--- config.mk ---
export PLATFORM = sky130hd
export DESIGN_NAME = dacs_sequencer
export DESIGN_NICKNAME = d
export VERILOG_FILES = /design/src/core/dacs_pkg.sv /design/src/core/dacs_sequencer.sv
export SDC_FILE = /design/constraint.sdc
export NUM_CORES = 1
export LEC_CHECK = 0
export BUFFER_PORTS_ARGS = -buffer_cell sky130_fd_sc_hd__buf_2
export CORE_AREA = 2 2 88 154
export CTS_BUF_LIST = sky130_fd_sc_hd__clkbuf_4
export CTS_CLUSTER_DIAMETER = 40
export CTS_CLUSTER_SIZE = 12
export DETAILED_ROUTE_END_ITERATION = 6
export DIE_AREA = 0 0 90 156
export PLACE_DENSITY = 0.67
export SLEW_MARGIN = 20
export SYNTH_ARGS = -nofsm -noshare
export SYNTH_HDL_FRONTEND = slang
export SYNTH_SLANG_ARGS = --single-unit
--- constraint.sdc ---
create_clock -name ref_clk -period 2.8 [get_ports ref_clk]
set_input_delay 0 -clock ref_clk [delete_from_list [all_inputs] [get_ports ref_clk]]
set_output_delay 0 -clock ref_clk [all_outputs]
set_load 0.005 [all_outputs]
--- src/core/dacs_pkg.sv ---
// Shared constants, types and register layout of the dual converter sequencer.
package dacs_pkg;

    // ********************************************************
    // Register addresses
    // ********************************************************
    localparam logic [2:0] ADDR_CTRL0 = 3'h0;
    localparam logic [2:0] ADDR_CTRL1 = 3'h1;
    localparam logic [2:0] ADDR_CFG0 = 3'h2;
    localparam logic [2:0] ADDR_CFG1 = 3'h3;
    localparam logic [2:0] ADDR_RES0H = 3'h4;
    localparam logic [2:0] ADDR_RES0L = 3'h5;
    localparam logic [2:0] ADDR_RES1H = 3'h6;
    localparam logic [2:0] ADDR_RES1L = 3'h7;

    // ********************************************************
    // Field positions
    // ********************************************************
    localparam int CTRL_EN_BIT = 7;
    localparam int CTRL_TM_BIT = 6;
    localparam int CTRL_DONE_BIT = 5;
    localparam int CTRL_BUSY_BIT = 4;
    localparam int CTRL_IE_BIT = 0;
    localparam int CFG_DIV_LSB = 4;
    localparam int CFG_SCAL_BIT = 3;
    localparam int CFG_DIFF_BIT = 0;

    // ********************************************************
    // Reset values and timing counts in conversion clocks
    // ********************************************************
    localparam logic [7:0] CFG0_RESET = 8'hF0;
    localparam logic [7:0] CFG1_RESET = 8'hF0;
    localparam logic [4:0] TRACK_CLKS = 5'h03;
    localparam logic [4:0] CONV_CLKS = 5'h10;
    localparam logic [4:0] CAL_CLKS = 5'h1F;

    // ********************************************************
    // Start sources
    // ********************************************************
    localparam logic [2:0] SRC_BUSY = 3'h0;
    localparam logic [2:0] SRC_TMR3 = 3'h1;
    localparam logic [2:0] SRC_EXT = 3'h2;
    localparam logic [2:0] SRC_TMR2 = 3'h3;
    localparam logic [2:0] SRC_FIRST_BUSY = 3'h4;

    typedef enum {S_IDLE, S_TRACK, S_CONV, S_CAL} dacs_state_t;

    typedef struct packed {
        logic en;
        logic tm;
        logic ie;
        logic [2:0] mode;
    } dacs_ctrl_t;

    typedef struct packed {
        logic wr;
        logic [2:0] addr;
        logic [7:0] wdata;
    } dacs_sfr_t;

endpackage

--- src/core/dacs_sequencer.sv ---
// Conversion sequencer for two successive-approximation converters.
`timescale 1ns/1ns
`default_nettype none

module dacs_sequencer (
    input wire logic ref_clk,
    input wire logic rst,
    input wire dacs_pkg::dacs_sfr_t sfr,
    output logic [7:0] sfr_rdata,
    input wire logic tmr2_ovf,
    input wire logic tmr3_ovf,
    input wire logic first_ext_start_pin,
    input wire logic second_ext_start_pin,
    input wire logic [15:0] first_sar_data,
    input wire logic [15:0] second_sar_data,
    output logic [1:0] track_out,
    output logic [1:0] sar_step,
    output logic [1:0] irq
);
    import dacs_pkg::*;

    // ********************************************************
    // State
    // ********************************************************
    dacs_ctrl_t ctrl_reg [2];
    logic [7:0] cfg_reg [2];
    dacs_state_t state_reg [2];
    logic [3:0] div_cnt_reg [2];
    logic [4:0] phase_reg [2];
    logic [1:0] flag_reg;
    logic [2:0] cal_reg;
    logic [15:0] res_reg [2];
    logic [1:0] ext_meta_reg;
    logic [1:0] ext_sync_reg;
    logic [1:0] ext_prev_reg;

    function automatic logic src_hit(input logic [2:0] mode, input logic own_busy,
                                     input logic ext_edge, input logic other_busy);
        case (mode)
            SRC_BUSY: src_hit = own_busy;
            SRC_TMR3: src_hit = tmr3_ovf;
            SRC_EXT: src_hit = ext_edge;
            SRC_TMR2: src_hit = tmr2_ovf;
            SRC_FIRST_BUSY: src_hit = other_busy;
            default: src_hit = 1'b0;
        endcase
    endfunction

    // ********************************************************
    // Decode
    // ********************************************************
    wire logic [1:0] wr_ctrl = {sfr.wr && sfr.addr == ADDR_CTRL1, sfr.wr && sfr.addr == ADDR_CTRL0};
    wire logic [1:0] busy_wr = wr_ctrl & {2{sfr.wdata[CTRL_BUSY_BIT]}};
    wire logic wr_cfg0 = sfr.wr && sfr.addr == ADDR_CFG0;
    wire logic wr_cfg1 = sfr.wr && sfr.addr == ADDR_CFG1;
    wire logic [1:0] ext_edge = ext_sync_reg & ~ext_prev_reg;
    wire logic [1:0] tick = {div_cnt_reg[1] == 4'h0, div_cnt_reg[0] == 4'h0};
    wire logic [1:0] idle = {state_reg[1] == S_IDLE, state_reg[0] == S_IDLE};
    wire logic [1:0] busy = {state_reg[1] == S_TRACK || state_reg[1] == S_CONV,
                             state_reg[0] == S_TRACK || state_reg[0] == S_CONV};
    wire logic start0 = src_hit(ctrl_reg[0].mode, busy_wr[0], ext_edge[0], 1'b0);
    wire logic start1 = src_hit(ctrl_reg[1].mode, busy_wr[1], ext_edge[1], busy_wr[0]);
    wire logic [1:0] start = {start1, start0} & idle & {ctrl_reg[1].en, ctrl_reg[0].en};
    wire logic [2:0] cal_start = (wr_cfg1 && idle[1]) ? sfr.wdata[2:0] : 3'h0;
    wire logic [1:0] conv_done = {state_reg[1] == S_CONV && tick[1] && phase_reg[1] == 5'h00,
                                  state_reg[0] == S_CONV && tick[0] && phase_reg[0] == 5'h00};
    wire logic [15:0] diff_word = 16'(first_sar_data - second_sar_data);
    wire logic [1:0] flag_clr = wr_ctrl & ~{2{sfr.wdata[CTRL_DONE_BIT]}};

    // ********************************************************
    // Register file
    // ********************************************************
    always_ff @(posedge ref_clk or posedge rst)
    begin
        if (rst)
        begin
            ctrl_reg[0] <= '0;
            ctrl_reg[1] <= '0;
            cfg_reg[0] <= CFG0_RESET;
            cfg_reg[1] <= CFG1_RESET;
        end
        else
        begin
            if (wr_ctrl[0])
                ctrl_reg[0] <= '{sfr.wdata[CTRL_EN_BIT], sfr.wdata[CTRL_TM_BIT],
                                 sfr.wdata[CTRL_IE_BIT], {1'b0, sfr.wdata[3:2]}};
            if (wr_ctrl[1])
                ctrl_reg[1] <= '{sfr.wdata[CTRL_EN_BIT], sfr.wdata[CTRL_TM_BIT],
                                 sfr.wdata[CTRL_IE_BIT], sfr.wdata[3:1]};
            if (wr_cfg0)
                cfg_reg[0] <= sfr.wdata;
            if (wr_cfg1)
                cfg_reg[1] <= {sfr.wdata[7:3], 3'h0};
        end
    end

    // Set wins over a software clear landing in the same cycle.
    always_ff @(posedge ref_clk or posedge rst)
    begin
        if (rst)
            flag_reg <= 2'h0;
        else
            flag_reg <= conv_done | (flag_reg & ~flag_clr);
    end

    // ********************************************************
    // Pin synchronisers
    // ********************************************************
    always_ff @(posedge ref_clk or posedge rst)
    begin
        if (rst)
        begin
            ext_meta_reg <= 2'h0;
            ext_sync_reg <= 2'h0;
            ext_prev_reg <= 2'h0;
        end
        else
        begin
            ext_meta_reg <= {second_ext_start_pin, first_ext_start_pin};
            ext_sync_reg <= ext_meta_reg;
            ext_prev_reg <= ext_sync_reg;
        end
    end

    // ********************************************************
    // Sequencers
    // ********************************************************
    always_ff @(posedge ref_clk or posedge rst)
    begin
        if (rst)
        begin
            for (int i = 0; i < 2; i++)
            begin
                state_reg[i] <= S_IDLE;
                div_cnt_reg[i] <= 4'h0;
                phase_reg[i] <= 5'h00;
            end
            cal_reg <= 3'h0;
        end
        else
        begin
            for (int i = 0; i < 2; i++)
            begin
                // The divider runs freely, so a start may wait up to one period.
                div_cnt_reg[i] <= tick[i] ? cfg_reg[i][7:CFG_DIV_LSB] : div_cnt_reg[i] - 4'h1;
                case (state_reg[i])
                    S_IDLE:
                    begin
                        if (start[i])
                        begin
                            if (ctrl_reg[i].mode == SRC_EXT || !ctrl_reg[i].tm)
                            begin
                                state_reg[i] <= S_CONV;
                                phase_reg[i] <= CONV_CLKS - 5'h01;
                            end
                            else
                            begin
                                state_reg[i] <= S_TRACK;
                                phase_reg[i] <= TRACK_CLKS - 5'h01;
                            end
                        end
                        else if (i == 1 && cal_start != 3'h0)
                        begin
                            state_reg[i] <= S_CAL;
                            phase_reg[i] <= CAL_CLKS;
                        end
                    end
                    S_TRACK, S_CONV, S_CAL:
                    begin
                        if (!ctrl_reg[i].en && state_reg[i] != S_CAL)
                            state_reg[i] <= S_IDLE;
                        else if (tick[i] && phase_reg[i] == 5'h00)
                        begin
                            state_reg[i] <= (state_reg[i] == S_TRACK) ? S_CONV : S_IDLE;
                            phase_reg[i] <= CONV_CLKS - 5'h01;
                        end
                        else if (tick[i])
                            phase_reg[i] <= phase_reg[i] - 5'h01;
                    end
                    default: state_reg[i] <= S_IDLE;
                endcase
            end
            if (cal_start != 3'h0 && !start[1])
                cal_reg <= cal_start;
            else if (state_reg[1] != S_CAL)
                cal_reg <= 3'h0;
        end
    end

    // ********************************************************
    // Results
    // ********************************************************
    always_ff @(posedge ref_clk or posedge rst)
    begin
        if (rst)
        begin
            res_reg[0] <= 16'h0000;
            res_reg[1] <= 16'h0000;
        end
        else
        begin
            if (conv_done[0])
                res_reg[0] <= cfg_reg[0][CFG_DIFF_BIT] ? diff_word : first_sar_data;
            if (conv_done[1])
                res_reg[1] <= second_sar_data;
        end
    end

    // ********************************************************
    // Outputs and read data
    // ********************************************************
    wire logic [7:0] ctrl0_rd = {ctrl_reg[0].en, ctrl_reg[0].tm, flag_reg[0], busy[0],
                                 ctrl_reg[0].mode[1:0], 1'b0, ctrl_reg[0].ie};
    wire logic [7:0] ctrl1_rd = {ctrl_reg[1].en, ctrl_reg[1].tm, flag_reg[1], busy[1],
                                 ctrl_reg[1].mode, ctrl_reg[1].ie};
    wire logic [7:0] cfg1_rd = {cfg_reg[1][7:3], cal_reg & {3{state_reg[1] == S_CAL}}};
    wire logic [7:0] rd_mux = (sfr.addr == ADDR_CTRL0) ? ctrl0_rd :
                              (sfr.addr == ADDR_CTRL1) ? ctrl1_rd :
                              (sfr.addr == ADDR_CFG0) ? cfg_reg[0] :
                              (sfr.addr == ADDR_CFG1) ? cfg1_rd :
                              (sfr.addr == ADDR_RES0H) ? res_reg[0][15:8] :
                              (sfr.addr == ADDR_RES0L) ? res_reg[0][7:0] :
                              (sfr.addr == ADDR_RES1H) ? res_reg[1][15:8] : res_reg[1][7:0];

    always_ff @(posedge ref_clk or posedge rst)
    begin
        if (rst)
        begin
            sfr_rdata <= 8'h00;
            track_out <= 2'h0;
            sar_step <= 2'h0;
            irq <= 2'h0;
        end
        else
        begin
            sfr_rdata <= rd_mux;
            for (int i = 0; i < 2; i++)
            begin
                track_out[i] <= ctrl_reg[i].en && state_reg[i] != S_CONV;
                sar_step[i] <= tick[i] && state_reg[i] == S_CONV;
                irq[i] <= flag_reg[i] && ctrl_reg[i].ie;
            end
        end
    end

endmodule

`default_nettype wire

==> metrics, run 1 <==
status=finished with violations; failing checks=design-rule violations; crit start category=input port; TritonRoute pass-1 iters=7; Worst Tran Pin Value=roughly 790 ps; Synth Cell Area=~0.0058 sq mm; Seq pwr share=48.2%; first-pass GRT wire length=about 25,000 microns; final core utilization=54.1%; GP Congestion=~0.98; vias per cell=between 5 and 6; CP arrival=2700 ps; Max FO, Critical Path=7; clock buffer depth=2; total CTS buffers=9; clock power share=between 15 and 20%; Core Footprint=about 0.013 sq mm; io pins=64; Post-synth ARST share=100%; GRT Resource Usage Total=22.2%; setup repair bufs after CTS=0; Cell Chain, Critical Path=dlygate4sd3_1, buf_2, inv_1, ha_1, a21oi_1, o21ai_0, or3b_2, and4_1, o21ai_0, xor2_1, o21ai_0; Final Skew=17.8 ps; sw power=approximately 0.0017 W; initial drt markers=around 330; Post-Syn Nets=about 660; largest net degree at the start of global routing=65; HPWL after detailed placement=11,500 microns; Root Driver=clkbuf_4; I/O Buffers=63; sequential element share of the synthesized area=44.6%; critical path's slowest cell=dlygate4sd3_1; final hold slack=between 150 and 200 ps; vias in the first global route=a little under 5k; area grow syn2layout=19.3%; average instance area after synthesis=10.0 sq um; CTS tree=built; RSZ-0062 raised after global routing=no; Area contributors post-synth=dfrtp_1 41%, ha_1 5.8%, mux2_2 5.8%; remaining antenna violation count=0; Total Nets Final=a little under 800; HP Class=in2reg; clk sink count=103; chip width=90 microns; final setup TNS=0 ps; kind of end point of the critical path=register; combinational share of power=34.7%; grt total ovfl=0; Pins Over Slew Limit=0; max-cap viol count=0; initial core utilization=45.3%; FF+latch count, synth=103; P_int=0.00277 W; CTS HTree Levels=3; CP required=around 3200 ps; share of cells above drive strength 1=between 20 and 25%; Setup violations, final=0; VDD IR max=roughly 250 uV; pwr/cell area=roughly 640 mW/mm^2; top cell type's share of synthesized area=41.0%; endpoints failing hold=0; Post-synth EDFFs=0; maximum clock frequency=431 MHz; Chip Height=156 microns; Top FF cell, synth=dfrtp_1; synthesis warning total=0; Cell variety after synth=75; Slew HR=between 40% and 50%; Sw Share=between 30% and 40%; Routed WL=about 15,000 microns; row count=55; leak pwr=approximately 3.2 nW; slowest stage delay, CP=approximately 520 ps; via count=4,784; most frequent CP cell=o21ai_0; initial antenna violation count=1; fin crit share=between 80% and 90%; Clock Latency Late Sink=approximately 470 ps; die area=between 0.01 and 0.015 sq mm; most frequent cell after synthesis=dfrtp_1; Clock Pin Slew Worst Setup and Hold Paths=180 ps; R2R depth=6; max reg flops=32; Final min period=2320 ps; DRC=1; Mapped Cells=580; Synth area leader=dfrtp_1; per-cell routed wire length=roughly 17 microns; WS Path Type=in2reg; Synth top cells by count=95 x dfrtp_1, 67 x nand2_1, 51 x o21ai_0; Worst Hold Path Cells=2
## power groups by stage
stage,sequential (W),clock (W),combinational [W]
2_1_floorplan,0.00206,0,0.00112
6_report,0.00214,0.000758,0.00153
3_5_place_dp,0.00216,0,0.00149
4_1_cts,0.00213,0.000768,0.00155
5_1_grt,0.00218,0.000834,0.00174
3_3_place_gp,0.00214,0,0.00144
## final cells by class
type | instances | area (sq um)
inverters | 45 | 171
well taps | 171 | 214
fillers | 1217 | 5880
flip-flops and latches | 103 | 2590
multi-input cells | 411 | 2950
diodes | 1 | 2.50
clock inverters | 7 | 62.6
clock buffers | 9 | 67.6
repair buffers | 121 | 866
## cells by family after synthesis
family,synth area share (%)
buffers and inverters,4.55
muxes,10.8
DFF,44.6
adders and majority gates,6.17
xor gates and xnor gates,1.06
and+or+nand+nor,14.6
AOI/OAI and AO/OA,18.3
## final timing paths
check                                     from              end  slack, ps
max                         second_sar_data[8]      res_reg[31]        480
min                        first_ext_start_pin  ext_meta_reg[0]        170
min reg2reg                    ext_meta_reg[1]  ext_sync_reg[1]        380
min in group asynchronous                  rst     phase_reg[5]        190
max in group asynchronous                  rst      cfg_reg[12]       1810
max reg2reg                     div_cnt_reg[0]     phase_reg[0]        590
## routing by layer
layer / track usage (%) / vias up / share of wire (%)
li1: - / 2287 / -
met1: 24.6 / 2316 / 38
met2: 41.9 / 147 / 55
met3: 2.46 / 34 / 3.3
met4: 10.7 / 0 / 3.8
met5: 0 / - / 0
## cells in the final DEF (no fill, tap or decap), types with 5 or more instances in the layout
cell / synthesis / routed
o21a_1: 10 / 10
nor2b_1: 16 / 16
and2_1: 5 / 5
xnor2_1: 5 / 5
inv_1: 44 / 43
buf_2: 1 / 63
mux2i_1: 12 / 12
mux2_2: 30 / 30
dfrtp_1: 95 / 95
ha_1: 27 / 27
a21o_1: 8 / 8
o31ai_1: 7 / 7
o21ai_0: 51 / 51
a21oi_1: 35 / 35
clkbuf_4: 0 / 9
a31oi_1: 8 / 8
nor2_1: 23 / 23
nand3_1: 6 / 6
mux4_2: 7 / 7
dfstp_2: 8 / 8
dlygate4sd3_1: 0 / 46
nand2_1: 67 / 67
nor3_1: 19 / 19
buf_4: 0 / 12
## what timing repair did
action                                 CTS  global route
hold buffers                            45             1
endpoints found under the hold margin  124             1
resized for setup                        0             0
## worst max-delay path, delay by kind of cell
kind,cells,cell delay (ps)
compound gates,4,750
simple gates,2,700
buf+inv,3,690
fa+ha+maj,1,400
xor+xnor,1,160
## per-stage QoR
stage / cells / setup slack (ps) / area (sq um) / total power, W
3_3_place_gp: 805 / 509 / 6330 / 0.00358
6_report: 868 / 477 / 6920 / 0.00443
2_1_floorplan: 580 / 109 / 5800 / 0.00317
5_1_grt: 868 / 366 / 6920 / 0.00475
3_5_place_dp: 805 / 526 / 6330 / 0.00366
4_1_cts: 866 / 511 / 6910 / 0.00445
Note: power is estimated with default switching activity, not from simulation.
==> inputs of run 2 (changes only) <==
==> constraint.sdc (replaced) <==
create_clock -name ref_clk -period 1.9 [get_ports ref_clk]
set_input_delay 0 -clock ref_clk [delete_from_list [all_inputs] [get_ports ref_clk]]
set_output_delay 0 -clock ref_clk [all_outputs]
set_load 0.005 [all_outputs]
==> metrics, run 2 (synthesis results as in run 1) <==
status=finished, final reports clean (was finished with violations); Routed WL=15,400 microns (was 14,900 microns); pre-CTS WS=-274 ps (was 526 ps); vias in the first global route=5,335 (was 4,873); Clock Latency Late Sink=490 ps (was 470 ps); GRT Resource Usage Total=22.7% (was 22.2%); most frequent cells in the layout=95 x dfrtp_1, 78 x buf_4, 67 x nand2_1 (was 95 x dfrtp_1, 67 x nand2_1, 63 x buf_2); Final min period=1830 ps; die area=0.0140 sq mm (unchanged); CP required=2280 ps (was 3170 ps); clock buffer depth=2 (unchanged); I/O Buffers=63 (unchanged); VDD IR max=329 uV (was 255 uV); clock power share=15.5% (was 17.1%); Max FO, Critical Path=7 (unchanged); max reg flops=32 (unchanged); Seq pwr share=44.2% (was 48.2%); combinational share of power=40.2% (was 34.7%); vias per cell=5.36 (was 5.51); Final Total Pwr=0.00700 W (was 0.00443 W); first-pass GRT wire length=25,400 microns (was 24,600 microns); fin crit share=between 90% and 100%; per-cell routed wire length=16.4 microns (was 17.2 microns); HPWL after detailed placement=11,900 microns (was 11,500 microns); HP Class=in2reg (unchanged); crit path from=div_cnt_reg[5] (was second_sar_data[8]); max-cap viol count=0 (unchanged); largest net degree at the start of global routing=86 (was 65); Setup violations, final=0 (unchanged); Cell Chain, Critical Path=inv_1, ha_1, nor3b_4, and4b_2, and2_2, mux2_2 (was dlygate4sd3_1, buf_2, inv_1, ha_1, a21oi_1, o21ai_0, or3b_2, and4_1, o21ai_0, xor2_1, o21ai_0); initial core utilization=45.3% (unchanged); Sw Share=36.4% (was 37.4%); leak pwr=3.58 nW (was 3.20 nW); critical path's slowest cell=dfrtp_1 (was dlygate4sd3_1); GP Congestion=0.899 (was 0.979); WS Path Type=reg2reg (was in2reg); final core utilization=59.2% (was 54.1%); CTS tree=built (unchanged); total CTS buffers=9 (unchanged); TritonRoute pass-1 iters=6 (was 7); launching point of the worst reg2reg path=div_cnt_reg[5] (was div_cnt_reg[0]); initial antenna violation count=1 (unchanged); pwr/cell area=924 mW/mm^2 (was 640 mW/mm^2); row count=55 (unchanged); non-filler cells, final=940 (was 868); via count=5,043 (was 4,784); Pins Over Slew Limit=0 (unchanged); Root Driver=clkbuf_4 (unchanged); io pins=64 (unchanged); Worst Tran Pin Value=601 ps (was 788 ps); Clock Pin Slew Worst Setup and Hold Paths=160 ps (was 180 ps); Multi-input gate area=0.00301 sq mm (was 0.00295 sq mm); chip width=90 microns (unchanged); maximum clock frequency=around 550 MHz; Final Skew=15.8 ps (was 17.8 ps); Chip Height=156 microns (unchanged); remaining antenna violation count=0 (unchanged); final setup margin=66.3 ps (was 477 ps); clk sink count=103 (unchanged); DRC=0 (was 1); initial drt markers=226 (was 333); RSZ-0062 raised after global routing=yes (was no); sw power=0.00254 W (was 0.00166 W); CP arrival=2210 ps (was 2700 ps); Filler cells=1,160 (was 1,217); Slew HR=59.7% (was 47.5%); register area=0.00259 sq mm (unchanged); placed cells=872 (was 805); crit start category=register (was input port); kind of end point of the critical path=register (unchanged); commonest non-fill, non-tap cell in the layout=dfrtp_1 (unchanged); CTS HTree Levels=3 (unchanged); final hold slack=31.9 ps (was 171 ps); Hold Startpoint=sfr[8] (was first_ext_start_pin); Core Footprint=0.0128 sq mm (unchanged); endpoints failing hold=0 (unchanged); share of cells above drive strength 1=30.6% (was 22.3%); grt total ovfl=0 (unchanged); Total Nets Final=841 (was 769); area grow syn2layout=30.6% (was 19.3%); slowest stage delay, CP=420 ps (was 520 ps); P_int=0.00445 W (was 0.00277 W)
[run 2: cell types whose count changed in the layout (fill, tap and decap cells not counted), sizes merged]
cell         change
buf             +70
dlygate4sd3      +2
clkinvlp         +1
inv              -2
clkinv           +1
[run 2: path summary, 6_finish.rpt]
path / endpoint / cells after the start / slack (ps)
setup / recovery: res_reg[30] / 6 / 70
hold / removal: sfr_rdata[2] / 4 / 30
setup reg to reg: res_reg[30] / 6 / 70
hold reg to reg: ext_sync_reg[1] / 0 / 370
max in group asynchronous: cfg1_rd[6] / 4 / 1080
min in group asynchronous: sfr_rdata[7] / 3 / 40
[run 2: worst max-delay path: cells and delay by family (launching register included)]
kind                       cells  cell delay [ps]
and+or+nand+nor                3              760
buffers and inverters          1               60
adders and majority gates      1              150
DFF                            1              420
muxes                          1              350
[run 2: cell type report]
cell class | count | share of cell area (%)
diodes | 1 | 0.0330
clock buffers | 9 | 0.892
clock inverters | 7 | 0.842
inverters | 45 | 2.28
multi-input cells | 411 | 39.7
flip-flops and latches | 103 | 34.2
well taps | 171 | 2.82
repair buffers | 193 | 19.3
[run 2: per-layer routing]
| metal | part of all wire [%] | track usage [%] | vias up |
|---|---|---|---|
| li1 | - | - | 2442 |
| met2 | 57 | 44.9 | 113 |
| met5 | 0 | 0 | - |
| met1 | 37 | 23.3 | 2451 |
| met4 | 3.1 | 9.74 | 0 |
| met3 | 3.2 | 3.57 | 37 |
[run 2: metrics by stage]
stage / area [sq um] / TNS [ps]
floorplan: 5820 / 0
global placement: 6890 / -1300
detailed placement: 6890 / -1510
CTS: 7510 / 0
global route: 7580 / -89.4
finish: 7580 / 0
[run 2: power by group through the flow]
stage | logic, W | clock network (W) | registers, W
2_1_floorplan | 0.00166 | 0 | 0.00304
3_3_place_gp | 0.00252 | 0 | 0.00309
3_5_place_dp | 0.00263 | 0 | 0.00312
4_1_cts | 0.00273 | 0.00113 | 0.00308
5_1_grt | 0.00313 | 0.00121 | 0.00317
6_report | 0.00281 | 0.00109 | 0.00310
[run 2: timing repair]
action                     in CTS  in global routing
pin swaps                       0                  4
hold buffers                   48                  0
setup endpoints to repair       5                 14
buffers inserted                0                  3
hold endpoints to repair      165                  0
gates resized for setup         3                  9
